`config.mk`:
```
export PLATFORM = sky130hd
export DESIGN_NAME = itvd_dispatch
export DESIGN_NICKNAME = d
export VERILOG_FILES = /design/src/itvd_pkg.sv /design/src/itvd_src_ctrl.sv /design/src/itvd_dispatch.sv
export VERILOG_INCLUDE_DIRS = /design/src /design/src/src
export SDC_FILE = /design/constraint.sdc
export NUM_CORES = 1
export LEC_CHECK = 0
export ABC_CLOCK_PERIOD_IN_PS = 133000
export BUFFER_PORTS_ARGS = -buffer_cell sky130_fd_sc_hd__clkbuf_2
export CAP_MARGIN = 20
export CELL_PAD_IN_SITES_DETAIL_PLACEMENT = 2
export CELL_PAD_IN_SITES_GLOBAL_PLACEMENT = 2
export CORE_AREA = 2 2 354 356
export DETAILED_ROUTE_END_ITERATION = 10
export DIE_AREA = 0 0 356 358
export PLACE_DENSITY = 0.63
export SKIP_LAST_GASP = 1
export SLEW_MARGIN = 25
export SYNTH_ARGS = -nofsm -noshare
export SYNTH_HDL_FRONTEND = slang
export SYNTH_HIERARCHICAL = 1
export SYNTH_SLANG_ARGS = --single-unit
```
`constraint.sdc`:
```
create_clock -name hclk -period 133 [get_ports hclk]
set_clock_uncertainty 0.1 [all_clocks]
set_input_delay 19.95 -clock hclk [delete_from_list [all_inputs] [get_ports hclk]]
set_output_delay 19.95 -clock hclk [all_outputs]
set_load 0.01 [all_outputs]
```
`src/itvd_map.svh`:
```
// itvd_map.svh: offsets, field positions, reset values and vector constants
// assumes: included by the interrupt dispatch design files and the dispatch assertion checker
`ifndef ITVD_MAP_SVH
`define ITVD_MAP_SVH
// register byte offsets on the bus
`define ITVD_OFF_SRC_BASE 12'h000
`define ITVD_OFF_PSW 12'h080
`define ITVD_OFF_TFR 12'h084
`define ITVD_OFF_LAST 12'h088
`define ITVD_OFF_CHN_BASE 12'h0a0
// source control register fields
`define ITVD_ICR_REQ_BIT 7
`define ITVD_ICR_EN_BIT 6
`define ITVD_ICR_LVL_LSB 2
`define ITVD_ICR_GRP_LSB 0
`define ITVD_ICR_RESET 8'h00
// status word fields
`define ITVD_PSW_LVL_LSB 0
`define ITVD_PSW_IEN_BIT 4
`define ITVD_PSW_RESET 5'h00
// trap flag register: class a in low bits, class b above
`define ITVD_TFR_NMI_BIT 0
`define ITVD_TFR_STKOF_BIT 1
`define ITVD_TFR_STKUF_BIT 2
`define ITVD_TFR_B_LSB 3
`define ITVD_TFR_RESET 8'h00
// channel control: transfer count and byte mode
`define ITVD_CHN_CNT_LSB 0
`define ITVD_CHN_BYTE_BIT 8
`define ITVD_CHN_RESET 9'h000
// hardware trap vectors and source numbering
`define ITVD_VEC_NMI 16'h0008
`define ITVD_VEC_STKOF 16'h0010
`define ITVD_VEC_STKUF 16'h0018
`define ITVD_VEC_CLASSB 16'h0028
`define ITVD_SRC_TRAPNUM_BASE 7'h10
`define ITVD_SER0_ERR_IDX 5'h1c
`define ITVD_SER1_ERR_IDX 5'h1f
// the two top levels are the only ones that may use a channel
`define ITVD_PEC_LVL_LO 4'he
`endif

```
`src/itvd_pkg.sv`:
```
// itvd_pkg: types shared by the interrupt dispatch design
// assumes: used as itvd_pkg::name, never imported
package itvd_pkg;
  // one source control register
  typedef struct packed {
    logic req;
    logic en;
    logic [3:0] lvl;
    logic [1:0] grp;
  } itvd_icr_t;

  typedef enum logic [2:0] {
    ITVD_K_NONE,
    ITVD_K_INT,
    ITVD_K_PEC,
    ITVD_K_HWTRAP,
    ITVD_K_SWTRAP
  } itvd_kind_t;

  // one dispatch toward the cpu core
  typedef struct packed {
    logic valid;
    itvd_kind_t kind;
    logic [15:0] vector;
    logic push_status;
    logic [2:0] channel;
    logic byte_mode;
    logic [3:0] level;
  } itvd_disp_t;

  typedef enum logic {
    ITVD_ST_RUN,
    ITVD_ST_PEC
  } itvd_state_t;
endpackage : itvd_pkg

```
`src/itvd_src_ctrl.sv`:
```
// itvd_src_ctrl: one source control register with request, enable, level
// assumes: write strobe from the bus slave, clear from the dispatcher
`timescale 1ns/10ps
`include "itvd_map.svh"
module itvd_src_ctrl (
  input wire logic hclk,
  input wire logic hresetn,
  input wire logic wr_en,
  input wire logic [7:0] wr_data,
  input wire logic set_evt,
  input wire logic clr_serv,
  output itvd_pkg::itvd_icr_t icr
);
  itvd_pkg::itvd_icr_t icr_r;

  ////////////////////////////////////////////////////////////////////////
  // request flag: a hardware set wins over any clear in the same cycle
  always_ff @(posedge hclk or negedge hresetn) begin
    if (!hresetn) begin
      icr_r <= itvd_pkg::itvd_icr_t'(`ITVD_ICR_RESET);
    end else begin
      if (wr_en) begin
        icr_r.en <= wr_data[`ITVD_ICR_EN_BIT];
        icr_r.lvl <= wr_data[`ITVD_ICR_LVL_LSB +: 4];
        icr_r.grp <= wr_data[`ITVD_ICR_GRP_LSB +: 2];
      end
      if (set_evt) begin
        icr_r.req <= 1'b1;
      end else if (wr_en) begin
        icr_r.req <= wr_data[`ITVD_ICR_REQ_BIT];
      end else if (clr_serv) begin
        icr_r.req <= 1'b0;
      end
    end
  end

  assign icr = icr_r;
endmodule : itvd_src_ctrl

```
`src/itvd_dispatch.sv`:
```
// itvd_dispatch: interrupt, channel transfer and trap dispatch with ahb-lite slave
// assumes: one clock, round_tick marks each instruction cycle end,
// the core acts on disp and moves channel data itself
//
// What this block does
// - channel service moves one byte or word
// - eight programmable single transfer channels
// - channel transfer stalls cpu one cycle, no push
// - same arbitration, only two top levels transfer
// - nmi pin rising edge raises a hardware trap
// - hardware traps win at once over everything
// - software trap vectors by seven bit number
// - every trap entry pushes program status
// - each source owns control register and vector
// - one event sets request, serial errors ored
// - accepted request branches to fixed source vector
// - class b traps share vector, flags tell
// - jump table low in segment zero
// - sources numbered 10h to 2Fh, vector times four
// - serial 0 vectors A8h ACh B0h
// - serial 1 vectors B4h B8h BCh
// - flash write holds service, requests still latch
// - sixteen priority levels order requests
// - winner served only above cpu level
// - flag clears on service, stays at count zero
//
// Implementation choices: the AHB-Lite register port and the register addresses.
`timescale 1ns/10ps
`include "itvd_map.svh"
module itvd_dispatch #(
  parameter int NSRC = 32,
  parameter int NCHN = 8,
  parameter int NCLSB = 5
) (
  input wire logic hclk,
  input wire logic hresetn,
  input wire logic hsel,
  input wire logic [31:0] haddr,
  input wire logic [1:0] htrans,
  input wire logic hwrite,
  input wire logic [2:0] hsize,
  input wire logic hready,
  input wire logic [31:0] hwdata,
  output logic [31:0] hrdata,
  output logic hreadyout,
  output logic hresp,
  input wire logic round_tick,
  input wire logic [NSRC-1:0] src_event,
  input wire logic [2:0] ser0_err,
  input wire logic [2:0] ser1_err,
  input wire logic nmi_pin,
  input wire logic stk_ovf,
  input wire logic stk_unf,
  input wire logic [NCLSB-1:0] fault_b,
  input wire logic swtrap_valid,
  input wire logic [6:0] swtrap_num,
  input wire logic flash_busy,
  input wire logic flash_code_seg0,
  output itvd_pkg::itvd_disp_t disp,
  output logic cpu_stall
);
  localparam int SW = $clog2(NSRC);
  localparam int CW = $clog2(NCHN);

  // bus side state
  logic [11:0] a_r;
  logic wr_ph_r;
  logic rd_ph_r;
  logic hreadyout_r;
  logic [31:0] hrdata_r;
  // block state
  logic [3:0] psw_lvl_r;
  logic psw_ien_r;
  logic [7:0] tfr_r;
  logic [3:0] tpend_r;
  logic nmi_q_r;
  logic sw_pend_r;
  logic [6:0] sw_num_r;
  logic [8:0] chn_r [NCHN];
  itvd_pkg::itvd_disp_t disp_r;
  itvd_pkg::itvd_state_t state_r;
  // combinational
  itvd_pkg::itvd_icr_t icr [NSRC];
  logic [NSRC-1:0] ev;
  logic [NSRC-1:0] wr_src;
  logic [NSRC-1:0] clr_src;
  logic found;
  logic [SW-1:0] best_idx;
  logic [3:0] best_lvl;
  logic [1:0] best_grp;
  logic [CW-1:0] best_chn;
  logic serve;
  logic as_pec;
  logic hold_flash;
  logic addr_ph;
  logic wr_psw;
  logic wr_tfr;
  logic [NCHN-1:0] wr_chn;
  logic nmi_rise;
  logic [3:0] tset;
  logic hw_go;
  logic sw_go;
  logic [31:0] rdata;

  ////////////////////////////////////////////////////////////////////////
  // bus decode: address phase taken on hsel, nonseq/seq and hready
  assign addr_ph = hsel && htrans[1] && hready;
  assign wr_psw = wr_ph_r && (a_r == `ITVD_OFF_PSW);
  assign wr_tfr = wr_ph_r && (a_r == `ITVD_OFF_TFR);
  // write strobes per source and per channel
  always_comb begin
    wr_src = '0;
    wr_chn = '0;
    if (wr_ph_r && a_r[11:7] == 5'(`ITVD_OFF_SRC_BASE >> 7)) begin
      wr_src[a_r[SW+1:2]] = 1'b1;
    end
    if (wr_ph_r && a_r[11:5] == 7'(`ITVD_OFF_CHN_BASE >> 5)) begin
      wr_chn[a_r[CW+1:2]] = 1'b1;
    end
  end
  // address phase capture; reads take one wait state so data is fresh
  always_ff @(posedge hclk or negedge hresetn) begin
    if (!hresetn) begin
      a_r <= 12'h000;
      wr_ph_r <= 1'b0;
      rd_ph_r <= 1'b0;
      hreadyout_r <= 1'b1;
    end else begin
      wr_ph_r <= addr_ph && hwrite;
      rd_ph_r <= addr_ph && !hwrite;
      if (addr_ph) begin
        a_r <= haddr[11:0];
      end
      hreadyout_r <= !(addr_ph && !hwrite);
    end
  end

  // read mux over the latched address; unmapped reads return zero
  always_comb begin
    rdata = 32'h0000_0000;
    if (a_r[11:7] == 5'(`ITVD_OFF_SRC_BASE >> 7)) begin
      rdata[7:0] = icr[a_r[SW+1:2]];
    end else if (a_r[11:5] == 7'(`ITVD_OFF_CHN_BASE >> 5)) begin
      rdata[8:0] = chn_r[a_r[CW+1:2]];
    end else if (a_r == `ITVD_OFF_PSW) begin
      rdata[`ITVD_PSW_LVL_LSB +: 4] = psw_lvl_r;
      rdata[`ITVD_PSW_IEN_BIT] = psw_ien_r;
    end else if (a_r == `ITVD_OFF_TFR) begin
      rdata[7:0] = tfr_r;
    end else if (a_r == `ITVD_OFF_LAST) begin
      rdata[15:0] = disp_r.vector;
      rdata[18:16] = disp_r.kind;
    end
  end

  // read data registered in the wait cycle
  always_ff @(posedge hclk or negedge hresetn) begin
    if (!hresetn) begin
      hrdata_r <= 32'h0000_0000;
    end else if (rd_ph_r) begin
      hrdata_r <= rdata;
    end
  end
  assign hrdata = hrdata_r;
  assign hreadyout = hreadyout_r;
  assign hresp = 1'b0; // always okay

  ////////////////////////////////////////////////////////////////////////
  // source control registers, one cell per source
  always_comb begin
    ev = src_event;
    ev[`ITVD_SER0_ERR_IDX] = src_event[`ITVD_SER0_ERR_IDX] | (|ser0_err);
    ev[`ITVD_SER1_ERR_IDX] = src_event[`ITVD_SER1_ERR_IDX] | (|ser1_err);
  end

  for (genvar g = 0; g < NSRC; g++) begin : g_src
    itvd_src_ctrl u_src (
      .hclk(hclk),
      .hresetn(hresetn),
      .wr_en(wr_src[g]),
      .wr_data(hwdata[7:0]),
      .set_evt(ev[g]),
      .clr_serv(clr_src[g]),
      .icr(icr[g])
    );
  end

  ////////////////////////////////////////////////////////////////////////
  // round of prioritisation: highest level, then group, then lowest index
  always_comb begin
    found = 1'b0;
    best_idx = '0;
    best_lvl = 4'h0;
    best_grp = 2'h0;
    for (int i = 0; i < NSRC; i++) begin
      if (icr[i].req && icr[i].en &&
          (!found || {icr[i].lvl, icr[i].grp} > {best_lvl, best_grp})) begin
        found = 1'b1;
        best_idx = SW'(i);
        best_lvl = icr[i].lvl;
        best_grp = icr[i].grp;
      end
    end
  end
  // channel picked by the low level bit and the group, top two levels only
  assign best_chn = CW'({best_lvl[0], best_grp});
  assign hold_flash = flash_busy && flash_code_seg0;
  assign serve = found && psw_ien_r && (best_lvl > psw_lvl_r) &&
                 round_tick && !hold_flash && !hw_go && !sw_go &&
                 (state_r == itvd_pkg::ITVD_ST_RUN);
  // an exhausted channel falls back to a normal interrupt
  assign as_pec = (best_lvl >= `ITVD_PEC_LVL_LO) &&
                  (chn_r[best_chn][`ITVD_CHN_CNT_LSB +: 8] != 8'h00);
  // clear the winner on entry, but keep it when its count runs out
  always_comb begin
    clr_src = '0;
    if (serve && !(as_pec && chn_r[best_chn][`ITVD_CHN_CNT_LSB +: 8] == 8'h01)) begin
      clr_src[best_idx] = 1'b1;
    end
  end

  ////////////////////////////////////////////////////////////////////////
  // hardware trap capture; the nmi pin traps when it turns active
  assign nmi_rise = nmi_pin && !nmi_q_r;
  assign tset = {|fault_b, stk_unf, stk_ovf, nmi_rise};
  assign hw_go = |tpend_r;
  assign sw_go = sw_pend_r && !hw_go;

  always_ff @(posedge hclk or negedge hresetn) begin
    if (!hresetn) begin
      nmi_q_r <= 1'b0;
    end else begin
      nmi_q_r <= nmi_pin;
    end
  end
  // pending traps: one served per cycle, nmi first; new events win
  always_ff @(posedge hclk or negedge hresetn) begin
    if (!hresetn) begin
      tpend_r <= 4'h0;
    end else begin
      for (int t = 0; t < 4; t++) begin
        if (tset[t]) begin
          tpend_r[t] <= 1'b1;
        end else if (hw_go && (tpend_r & ((4'h1 << t) - 4'h1)) == 4'h0) begin
          tpend_r[t] <= 1'b0;
        end
      end
    end
  end
  // trap flags for software; a hardware set beats a software clear
  always_ff @(posedge hclk or negedge hresetn) begin
    if (!hresetn) begin
      tfr_r <= `ITVD_TFR_RESET;
    end else begin
      tfr_r <= (wr_tfr ? hwdata[7:0] : tfr_r) |
               {fault_b, stk_unf, stk_ovf, nmi_rise};
    end
  end
  // software trap held until hardware traps have gone
  always_ff @(posedge hclk or negedge hresetn) begin
    if (!hresetn) begin
      sw_pend_r <= 1'b0;
      sw_num_r <= 7'h00;
    end else if (swtrap_valid) begin
      sw_pend_r <= 1'b1;
      sw_num_r <= swtrap_num;
    end else if (sw_go) begin
      sw_pend_r <= 1'b0;
    end
  end

  ////////////////////////////////////////////////////////////////////////
  // status word: software sets both; normal interrupt entry raises the cpu level
  always_ff @(posedge hclk or negedge hresetn) begin
    if (!hresetn) begin
      psw_lvl_r <= 4'(`ITVD_PSW_RESET);
      psw_ien_r <= 1'b0;
    end else if (wr_psw) begin
      psw_lvl_r <= hwdata[`ITVD_PSW_LVL_LSB +: 4];
      psw_ien_r <= hwdata[`ITVD_PSW_IEN_BIT];
    end else if (serve && !as_pec) begin
      psw_lvl_r <= best_lvl;
    end
  end
  // channel control: count decrements once per transfer
  always_ff @(posedge hclk or negedge hresetn) begin
    if (!hresetn) begin
      for (int c = 0; c < NCHN; c++) begin
        chn_r[c] <= `ITVD_CHN_RESET;
      end
    end else begin
      for (int c = 0; c < NCHN; c++) begin
        if (wr_chn[c]) begin
          chn_r[c] <= hwdata[8:0];
        end else if (serve && as_pec && best_chn == CW'(c)) begin
          chn_r[c][`ITVD_CHN_CNT_LSB +: 8] <= chn_r[c][`ITVD_CHN_CNT_LSB +: 8] - 8'h01;
        end
      end
    end
  end

  ////////////////////////////////////////////////////////////////////////
  // stall for the one instruction cycle of a channel transfer
  always_ff @(posedge hclk or negedge hresetn) begin
    if (!hresetn) begin
      state_r <= itvd_pkg::ITVD_ST_RUN;
    end else begin
      case (state_r)
        itvd_pkg::ITVD_ST_RUN: begin
          if (serve && as_pec) begin
            state_r <= itvd_pkg::ITVD_ST_PEC;
          end
        end
        itvd_pkg::ITVD_ST_PEC: begin
          if (round_tick) begin
            state_r <= itvd_pkg::ITVD_ST_RUN;
          end
        end
        default: begin
          state_r <= itvd_pkg::ITVD_ST_RUN;
        end
      endcase
    end
  end
  assign cpu_stall = (state_r == itvd_pkg::ITVD_ST_PEC);
  // dispatch word: one cycle pulse; vectors sit low in segment zero
  always_ff @(posedge hclk or negedge hresetn) begin
    if (!hresetn) begin
      disp_r <= '0;
    end else begin
      disp_r.valid <= hw_go || sw_go || serve;
      disp_r.push_status <= hw_go || sw_go || (serve && !as_pec);
      disp_r.channel <= 3'h0;
      disp_r.byte_mode <= 1'b0;
      disp_r.level <= psw_lvl_r;
      if (hw_go) begin
        disp_r.kind <= itvd_pkg::ITVD_K_HWTRAP;
        if (tpend_r[0]) begin
          disp_r.vector <= `ITVD_VEC_NMI;
        end else if (tpend_r[1]) begin
          disp_r.vector <= `ITVD_VEC_STKOF;
        end else if (tpend_r[2]) begin
          disp_r.vector <= `ITVD_VEC_STKUF;
        end else begin
          disp_r.vector <= `ITVD_VEC_CLASSB;
        end
      end else if (sw_go) begin
        disp_r.kind <= itvd_pkg::ITVD_K_SWTRAP;
        disp_r.vector <= {7'h00, sw_num_r, 2'h0};
      end else if (serve && as_pec) begin
        disp_r.kind <= itvd_pkg::ITVD_K_PEC;
        disp_r.vector <= 16'h0000;
        disp_r.channel <= 3'(best_chn);
        disp_r.byte_mode <= chn_r[best_chn][`ITVD_CHN_BYTE_BIT];
        disp_r.level <= best_lvl;
      end else if (serve) begin
        disp_r.kind <= itvd_pkg::ITVD_K_INT;
        // serial sources land at A8h..BCh by this same sum
        disp_r.vector <= {7'h00, `ITVD_SRC_TRAPNUM_BASE + 7'(best_idx), 2'h0};
        disp_r.level <= best_lvl;
      end else begin
        disp_r.kind <= itvd_pkg::ITVD_K_NONE;
      end
    end
  end
  assign disp = disp_r;
endmodule : itvd_dispatch

```
==> impl_metrics.ini, run 1 <==
[status]
outcome = complete, no violations

[global_route]
grt_pass1_vias = 28980
grt_first_pass_wirelength_um = 194100
grt_usage = 0.1999
grt_max_degree = 136
grt.overflow.total = 0
antenna_found_initial = 5

[routing]
routed_wl_um = 128000
drt_pass1_iterations = 7
drcViolationCount = 0
drt_iter0_drc = 1497
detail-route-antenna-nets = 0
viasPerCell = 5.337
wire_per_inst_um = 25.44
num_vias = 26860

[layout]
final_area_um2 = 35900
fill_cells = 13820
diodes = 0
area_growth_pct = 12.31
drive_gt1_frac = 0.2191
finalNetCount = 3632
seqCellArea_um2 = 10070
multi_input_area_um2 = 20340

[setup_path]
cp.arrival_ns = 73.34
r2r-start = g_src[0].u_src/icr[6]
r2r_slack_ns = 60.14
end_kind = register
r2r_cells = 286
path_common_cell = ha_1
cp.required_ns = 133.47
slowest_stage = o2111ai_2
startpoint_type = register
path_buf_inv = 21
cpLargestDelayFamily = compound AO/OA/AOI/OAI gates
critical_path_class = reg -> reg
max_stage_delay_ns = 0.77
crit_fanout = 16
r2r-end = chn_r[69]

[min_path]
hold_class = reg -> reg
hold_end = tpend_r[0]
hold_start = nmi_q_r
hold_depth = 1

[clocking]
cts_root_buf = clkbuf_16
clkTransAtPathRegs_ns = 0.06
clk_latency_ns = 0.67
cts_buffer_depth = 3
numClockSinks = 402
cts_buffers = 54
cts_htree_levels = 2
ctsHoldBuffers = 0
post_cts_buffers = 0
tritoncts = yes
post_cts_resized = 0

[synthesis]
synth_compound_area_frac = 0.1680
synthMuxAreaShare = 0.2239
yosys.area_share.simple = 0.1599
synth_top_family_by_area = multiplexers
synth_flop_cell = dfrtp_1
synth_edf_count = 0
yosysTopAreaCell = dfrtp_1
ys_types = 124
synth-adder-area-share = 0.05895
synth-xor-area-share = 0.01945
async_reset_ff_frac = 1.000
syn-cell-area_um2 = 31970
synth.area.top_cells = dfrtp_1, mux2_4, mux4_2, ha_1, nand2_1
netlist_instances = 3289
synth_top_area_frac = 0.3139
syn_avg_cell_area_um2 = 9.719
ys_seq_elements = 402
yosysWarnings = 6
ys_seq_area_frac = 0.3147

[floorplan]
fp.dieH_um = 358
fp-row-count = 129
top_level_ports = 195
coreArea_um2 = 123300
fp.dieW_um = 356
die_area_um2 = 127400
initial_core_util = 0.2592

[placement]
port_buffers = 117
placement.cell_area_um2 = 34020
hpwlAfterDp_um = 95780
place_congestion = 0.8521

[job]
cap_violations = 0

[timing]
rsz0062_at_grt = no
hold_viol_final = 0
fin_crit_sh = 0.5478
final_max_slew_viol_count = 0
setup_viol = 0
period_needed_ns = 72.86
max_freq_ghz = 0.01372
fin_setup_tns_ns = 0
maxSlewHeadroom = 0.1989
tightestPinTransition_ns = 1.191

[power]
leakage_uw = 0.01536
powerDensity_nw_per_um2 = 10.40
vdd_drop_max_mv = 0.009164
[routing by layer]
metal  global-route usage  routed length (um)  share of wire  vias up
li1                     -                   -              -    12170
met1               0.2822               61780           0.48    14110
met2               0.3259               58970           0.46      450
met3              0.02204                4392          0.034      125
met4              0.04776                2845          0.022        0
met5                    0                   0              0        -
[placed cells by master, fill, tap and decap left out, types with 72 or more instances in the layout]
cell | synthesis | routed
a21oi_1 | 186 | 186
clkbuf_2 | 0 | 116
dfrtp_1 | 401 | 398
ha_1 | 148 | 148
inv_1 | 196 | 196
mux2_2 | 72 | 72
mux2_4 | 226 | 226
mux2i_1 | 81 | 81
mux4_2 | 92 | 92
nand2_1 | 303 | 303
nand3_1 | 72 | 72
nor2_1 | 296 | 274
o21ai_0 | 108 | 108
o21ai_1 | 76 | 76
[flip-flops by register name, indices dropped and copies added (netlist names), 4 cells and up]
name             count
g_src.u_src/icr    256
chn_r               72
disp                20
a_r                 12
hrdata              12
tfr_r                8
sw_num_r             7
psw_lvl_r            4
tpend_r              4
[per-stage QoR]
stage | total power, uW | std cells | setup WS (ns) | util | hold WS [ns]
after floorplan | 188.1 | 3318 | 74.45 | - | 0.2843
after global placement | 216.2 | 4934 | 61.19 | 0.2755 | 0.3351
after detailed placement | 217.9 | 4934 | 60.16 | 0.2759 | 0.3348
after CTS | 377.6 | 5032 | 59.75 | 0.2909 | 0.3411
after global routing | 390.0 | 5032 | 54.07 | 0.2911 | 0.3519
final | 373.5 | 5032 | 60.14 | 0.2911 | 0.3365
[synthesized netlist by cell type, drive strengths merged, types with 15 or more instances]
library cell  number
nor4              29
and3              26
xor2              18
a31oi             40
inv              197
o22ai             16
a211oi            26
nand2b            52
ha               148
and2              41
buf               86
nand3b            15
mux2i             83
nand2            304
nor3              72
a211o             17
nor2b             24
a21oi            187
nand3             72
nor2             296
or3               28
xnor2             53
a21o              39
o211ai            27
o31ai             22
or2               25
mux2             301
clkbuf            85
nand4             16
mux4              92
o21ai            187
and4              15
dfrtp            401
o21a              25
a221oi            16
[how the worst max path moves through the flow]
| stage | startpoint | to | slack (ns) | cells past startpoint |
|---|---|---|---|---|
| floorplan | g_src[0].u_src/icr[7] | chn_r[24] | 74.45 | 298 |
| global placement | g_src[0].u_src/icr[6] | chn_r[69] | 61.19 | 281 |
| detailed placement | g_src[0].u_src/icr[6] | chn_r[69] | 60.16 | 286 |
| CTS | g_src[0].u_src/icr[6] | chn_r[69] | 59.75 | 286 |
| global route | g_src[0].u_src/icr[6] | chn_r[69] | 54.07 | 290 |
| finish | g_src[0].u_src/icr[6] | chn_r[69] | 60.14 | 286 |
[cell type report]
cell class              count  share of cell area
repair buffers            150             0.02394
flip-flops and latches    402              0.2805
inverters                 197             0.02060
multi-input cells        2548              0.5666
clock buffers              70             0.04186
well taps                1637             0.05705
clock inverters            28            0.009514
[cells by family after synthesis]
| kind of cell | after synthesis |
|---|---|
| xor gates and xnor gates | 71 |
| adders and majority gates | 151 |
| buffers and inverters | 368 |
| and+or+nand+nor | 1054 |
| muxes | 476 |
| other | 1 |
| DFF | 402 |
| AOI/OAI and AO/OA | 766 |
[report_power, final]
| part | switching [uW] | internal [uW] |
|---|---|---|
| clock network | 64.4 | 93.0 |
| logic | 51.7 | 31.9 |
| registers | 6.82 | 126 |
(Power assumes the default switching activity.)
==> inputs of run 2 (changes only) <==
--- a/config.mk
+++ b/config.mk
@@ -6,15 +6,16 @@
 export SDC_FILE = /design/constraint.sdc
 export NUM_CORES = 1
 export LEC_CHECK = 0
-export ABC_CLOCK_PERIOD_IN_PS = 133000
+export ABC_AREA = 1
+export ABC_CLOCK_PERIOD_IN_PS = 70300
 export BUFFER_PORTS_ARGS = -buffer_cell sky130_fd_sc_hd__clkbuf_2
 export CAP_MARGIN = 20
 export CELL_PAD_IN_SITES_DETAIL_PLACEMENT = 2
 export CELL_PAD_IN_SITES_GLOBAL_PLACEMENT = 2
-export CORE_AREA = 2 2 354 356
+export CORE_AREA = 2 2 348 350
 export DETAILED_ROUTE_END_ITERATION = 10
-export DIE_AREA = 0 0 356 358
-export PLACE_DENSITY = 0.63
+export DIE_AREA = 0 0 350 352
+export PLACE_DENSITY = 0.69
 export SKIP_LAST_GASP = 1
 export SLEW_MARGIN = 25
 export SYNTH_ARGS = -nofsm -noshare
==> constraint.sdc (replaced) <==
create_clock -name hclk -period 70.3 [get_ports hclk]
set_clock_uncertainty 0.1 [all_clocks]
set_input_delay 10.545 -clock hclk [delete_from_list [all_inputs] [get_ports hclk]]
set_output_delay 10.545 -clock hclk [all_outputs]
set_load 0.01 [all_outputs]
==> impl_metrics.ini, run 2 <==
[routing]
met3_length_um = 5234
detail-route-antenna-nets = 0
wl_met2_um = 66030
maxUsedRoutingLayer = met4
drt_pass1_iterations = 5
routed_wl_um = 139100
drt_iter0_drc = 1651
num_vias = 30740
wire_per_inst_um = 22.81
drcViolationCount = 0
viasPerCell = 5.041
wl_met1_um = 63540

[layout]
largest_reg_flops = 256
mostFrequentLayoutCell = nand2_1
seqCellArea_um2 = 10060
finalNetCount = 4725
final_cells = 6098
diodes = 0
drive_gt1_frac = 0.1387
area_growth_pct = 11.06
multi_input_area_um2 = 17680
final_area_um2 = 34300
fill_cells = 14190
final_cell_mix = nand2_1, inv_1, dfrtp_1, nand3_1, nor2_1

[synthesis]
synthMuxAreaShare = 0.008629
ys_seq_elements = 402
synth.most_common_cell = nand2_1
ys_seq_area_frac = 0.3258
yosysTopAreaCell = dfrtp_1
syn-cell-area_um2 = 30880
async_reset_ff_frac = 1.000
synth_top_area_frac = 0.3249
synth-xor-area-share = 0.008791
netlist_instances = 4371
synth_compound_area_frac = 0.1265
synth_flop_cell = dfrtp_1
yosysWarnings = 6
yosys.area_share.simple = 0.3640
synthTopCellsByCount = nand2_1, inv_1, dfrtp_1
synth_edf_count = 0
synth_top_family_by_area = simple AND/OR/NAND/NOR gates
synth.area.top_cells = dfrtp_1, nand2_1, ha_1, inv_1, nand3_1
syn_avg_cell_area_um2 = 7.066
synth-adder-area-share = 0.05996
ys_types = 76

[setup_path]
slowest_stage = o21ai_0
startpoint_type = register
endpoint = chn_r[41]
cpLargestDelayFamily = simple AND/OR/NAND/NOR gates
r2r-end = chn_r[41]
r2r_cells = 315
r2r-start = g_src[0].u_src/icr[7]
cp-startpoint = g_src[0].u_src/icr[7]
end_kind = register
max_stage_delay_ns = 0.58
path_depth = 315
r2r_slack_ns = 23.79
critical_path_class = reg -> reg
path_common_cell = nand2_1
path_buf_inv = 23
cp.arrival_ns = 46.96
cp.required_ns = 70.74
crit_fanout = 26

[clocking]
cts_buffer_depth = 3
clk_latency_ns = 0.62
post_cts_buffers = 0
ctsHoldBuffers = 0
cts_htree_levels = 2
tritoncts = yes
numClockSinks = 402
cts_buffers = 51
clkTransAtPathRegs_ns = 0.06
post_cts_resized = 0
cts_root_buf = clkbuf_16

[placement]
hpwlAfterDp_um = 104800
placement.cell_area_um2 = 32600
place_congestion = 0.8624
place_inst = 6005
port_buffers = 117

[global_route]
grt_usage = 0.2229
antenna_found_initial = 0
grt_max_degree = 142
grt_first_pass_wirelength_um = 210200
grt.overflow.total = 0
grt_pass1_vias = 32660

[timing]
fin_crit_sh = 0.6616
maxSlewHeadroom = 0.2559
max_freq_ghz = 0.02150
period_needed_ns = 46.51
final_max_slew_viol_count = 0
fin_setup_tns_ns = 0
hold_viol_final = 0
tightestPinTransition_ns = 1.109
setup_viol = 0
rsz0062_at_grt = no
holdWs_ns = 0.3472

[floorplan]
top_level_ports = 195
fp-row-count = 127
coreArea_um2 = 119300
die_area_um2 = 123200
initial_core_util = 0.2588
fp.dieH_um = 352
fp.dieW_um = 350

[job]
cap_violations = 0

[status]
outcome = complete, no violations

[min_path]
hold_class = reg -> reg
run 2: metal layers:
metal | vias up | track usage
li1 | 14310 | -
met1 | 15680 | 0.3035
met2 | 587 | 0.3733
met3 | 166 | 0.02044
met4 | 0 | 0.06345
met5 | - | 0
run 2: layout make-up:
cell class	instances	share of cell area
clock buffer	79	0.04556
clock inverter	14	0.004013
inverter	512	0.05745
multi-input combinational	3327	0.5154
sequential	402	0.2933
tap	1612	0.05880
timing repair buffer	152	0.02550
run 2: logic make-up after synthesis:
family | Yosys count
other cells | 1
compound gates | 644
xor+xnor | 31
mux | 25
flops | 402
fa+ha+maj | 148
simple gates | 2449
buf+inv | 671
run 2: metrics by stage:
step	util	worst slack, ns
after floorplan	-	32.67
after global placement	0.2731	24.84
after detailed placement	0.2731	23.52
after CTS	0.2874	23.31
after global routing	0.2874	17.93
final	0.2874	23.79
run 2: worst min-delay path by stage:
stage | from | end | slack [ns] | cells past startpoint
floorplan | nmi_q_r | tpend_r[0] | 0.30 | 1
global placement | nmi_q_r | tpend_r[0] | 0.33 | 1
detailed placement | nmi_q_r | tpend_r[0] | 0.33 | 1
CTS | nmi_q_r | tpend_r[0] | 0.35 | 1
global route | nmi_q_r | tpend_r[0] | 0.36 | 1
finish | nmi_q_r | tpend_r[0] | 0.35 | 1
run 2: worst reg2reg max path, delay by kind of cell (launching register included):
kind	cells	cell delay, ns
AOI/OAI and AO/OA	56	10.93
adders and majority gates	32	10.22
buffers and inverters	23	2.78
DFF	1	0.42
and+or+nand+nor	204	22.05
Power of run 2 is not shown: default switching activity piles up to over one toggle a cycle in this logic, so the estimate is an artifact.
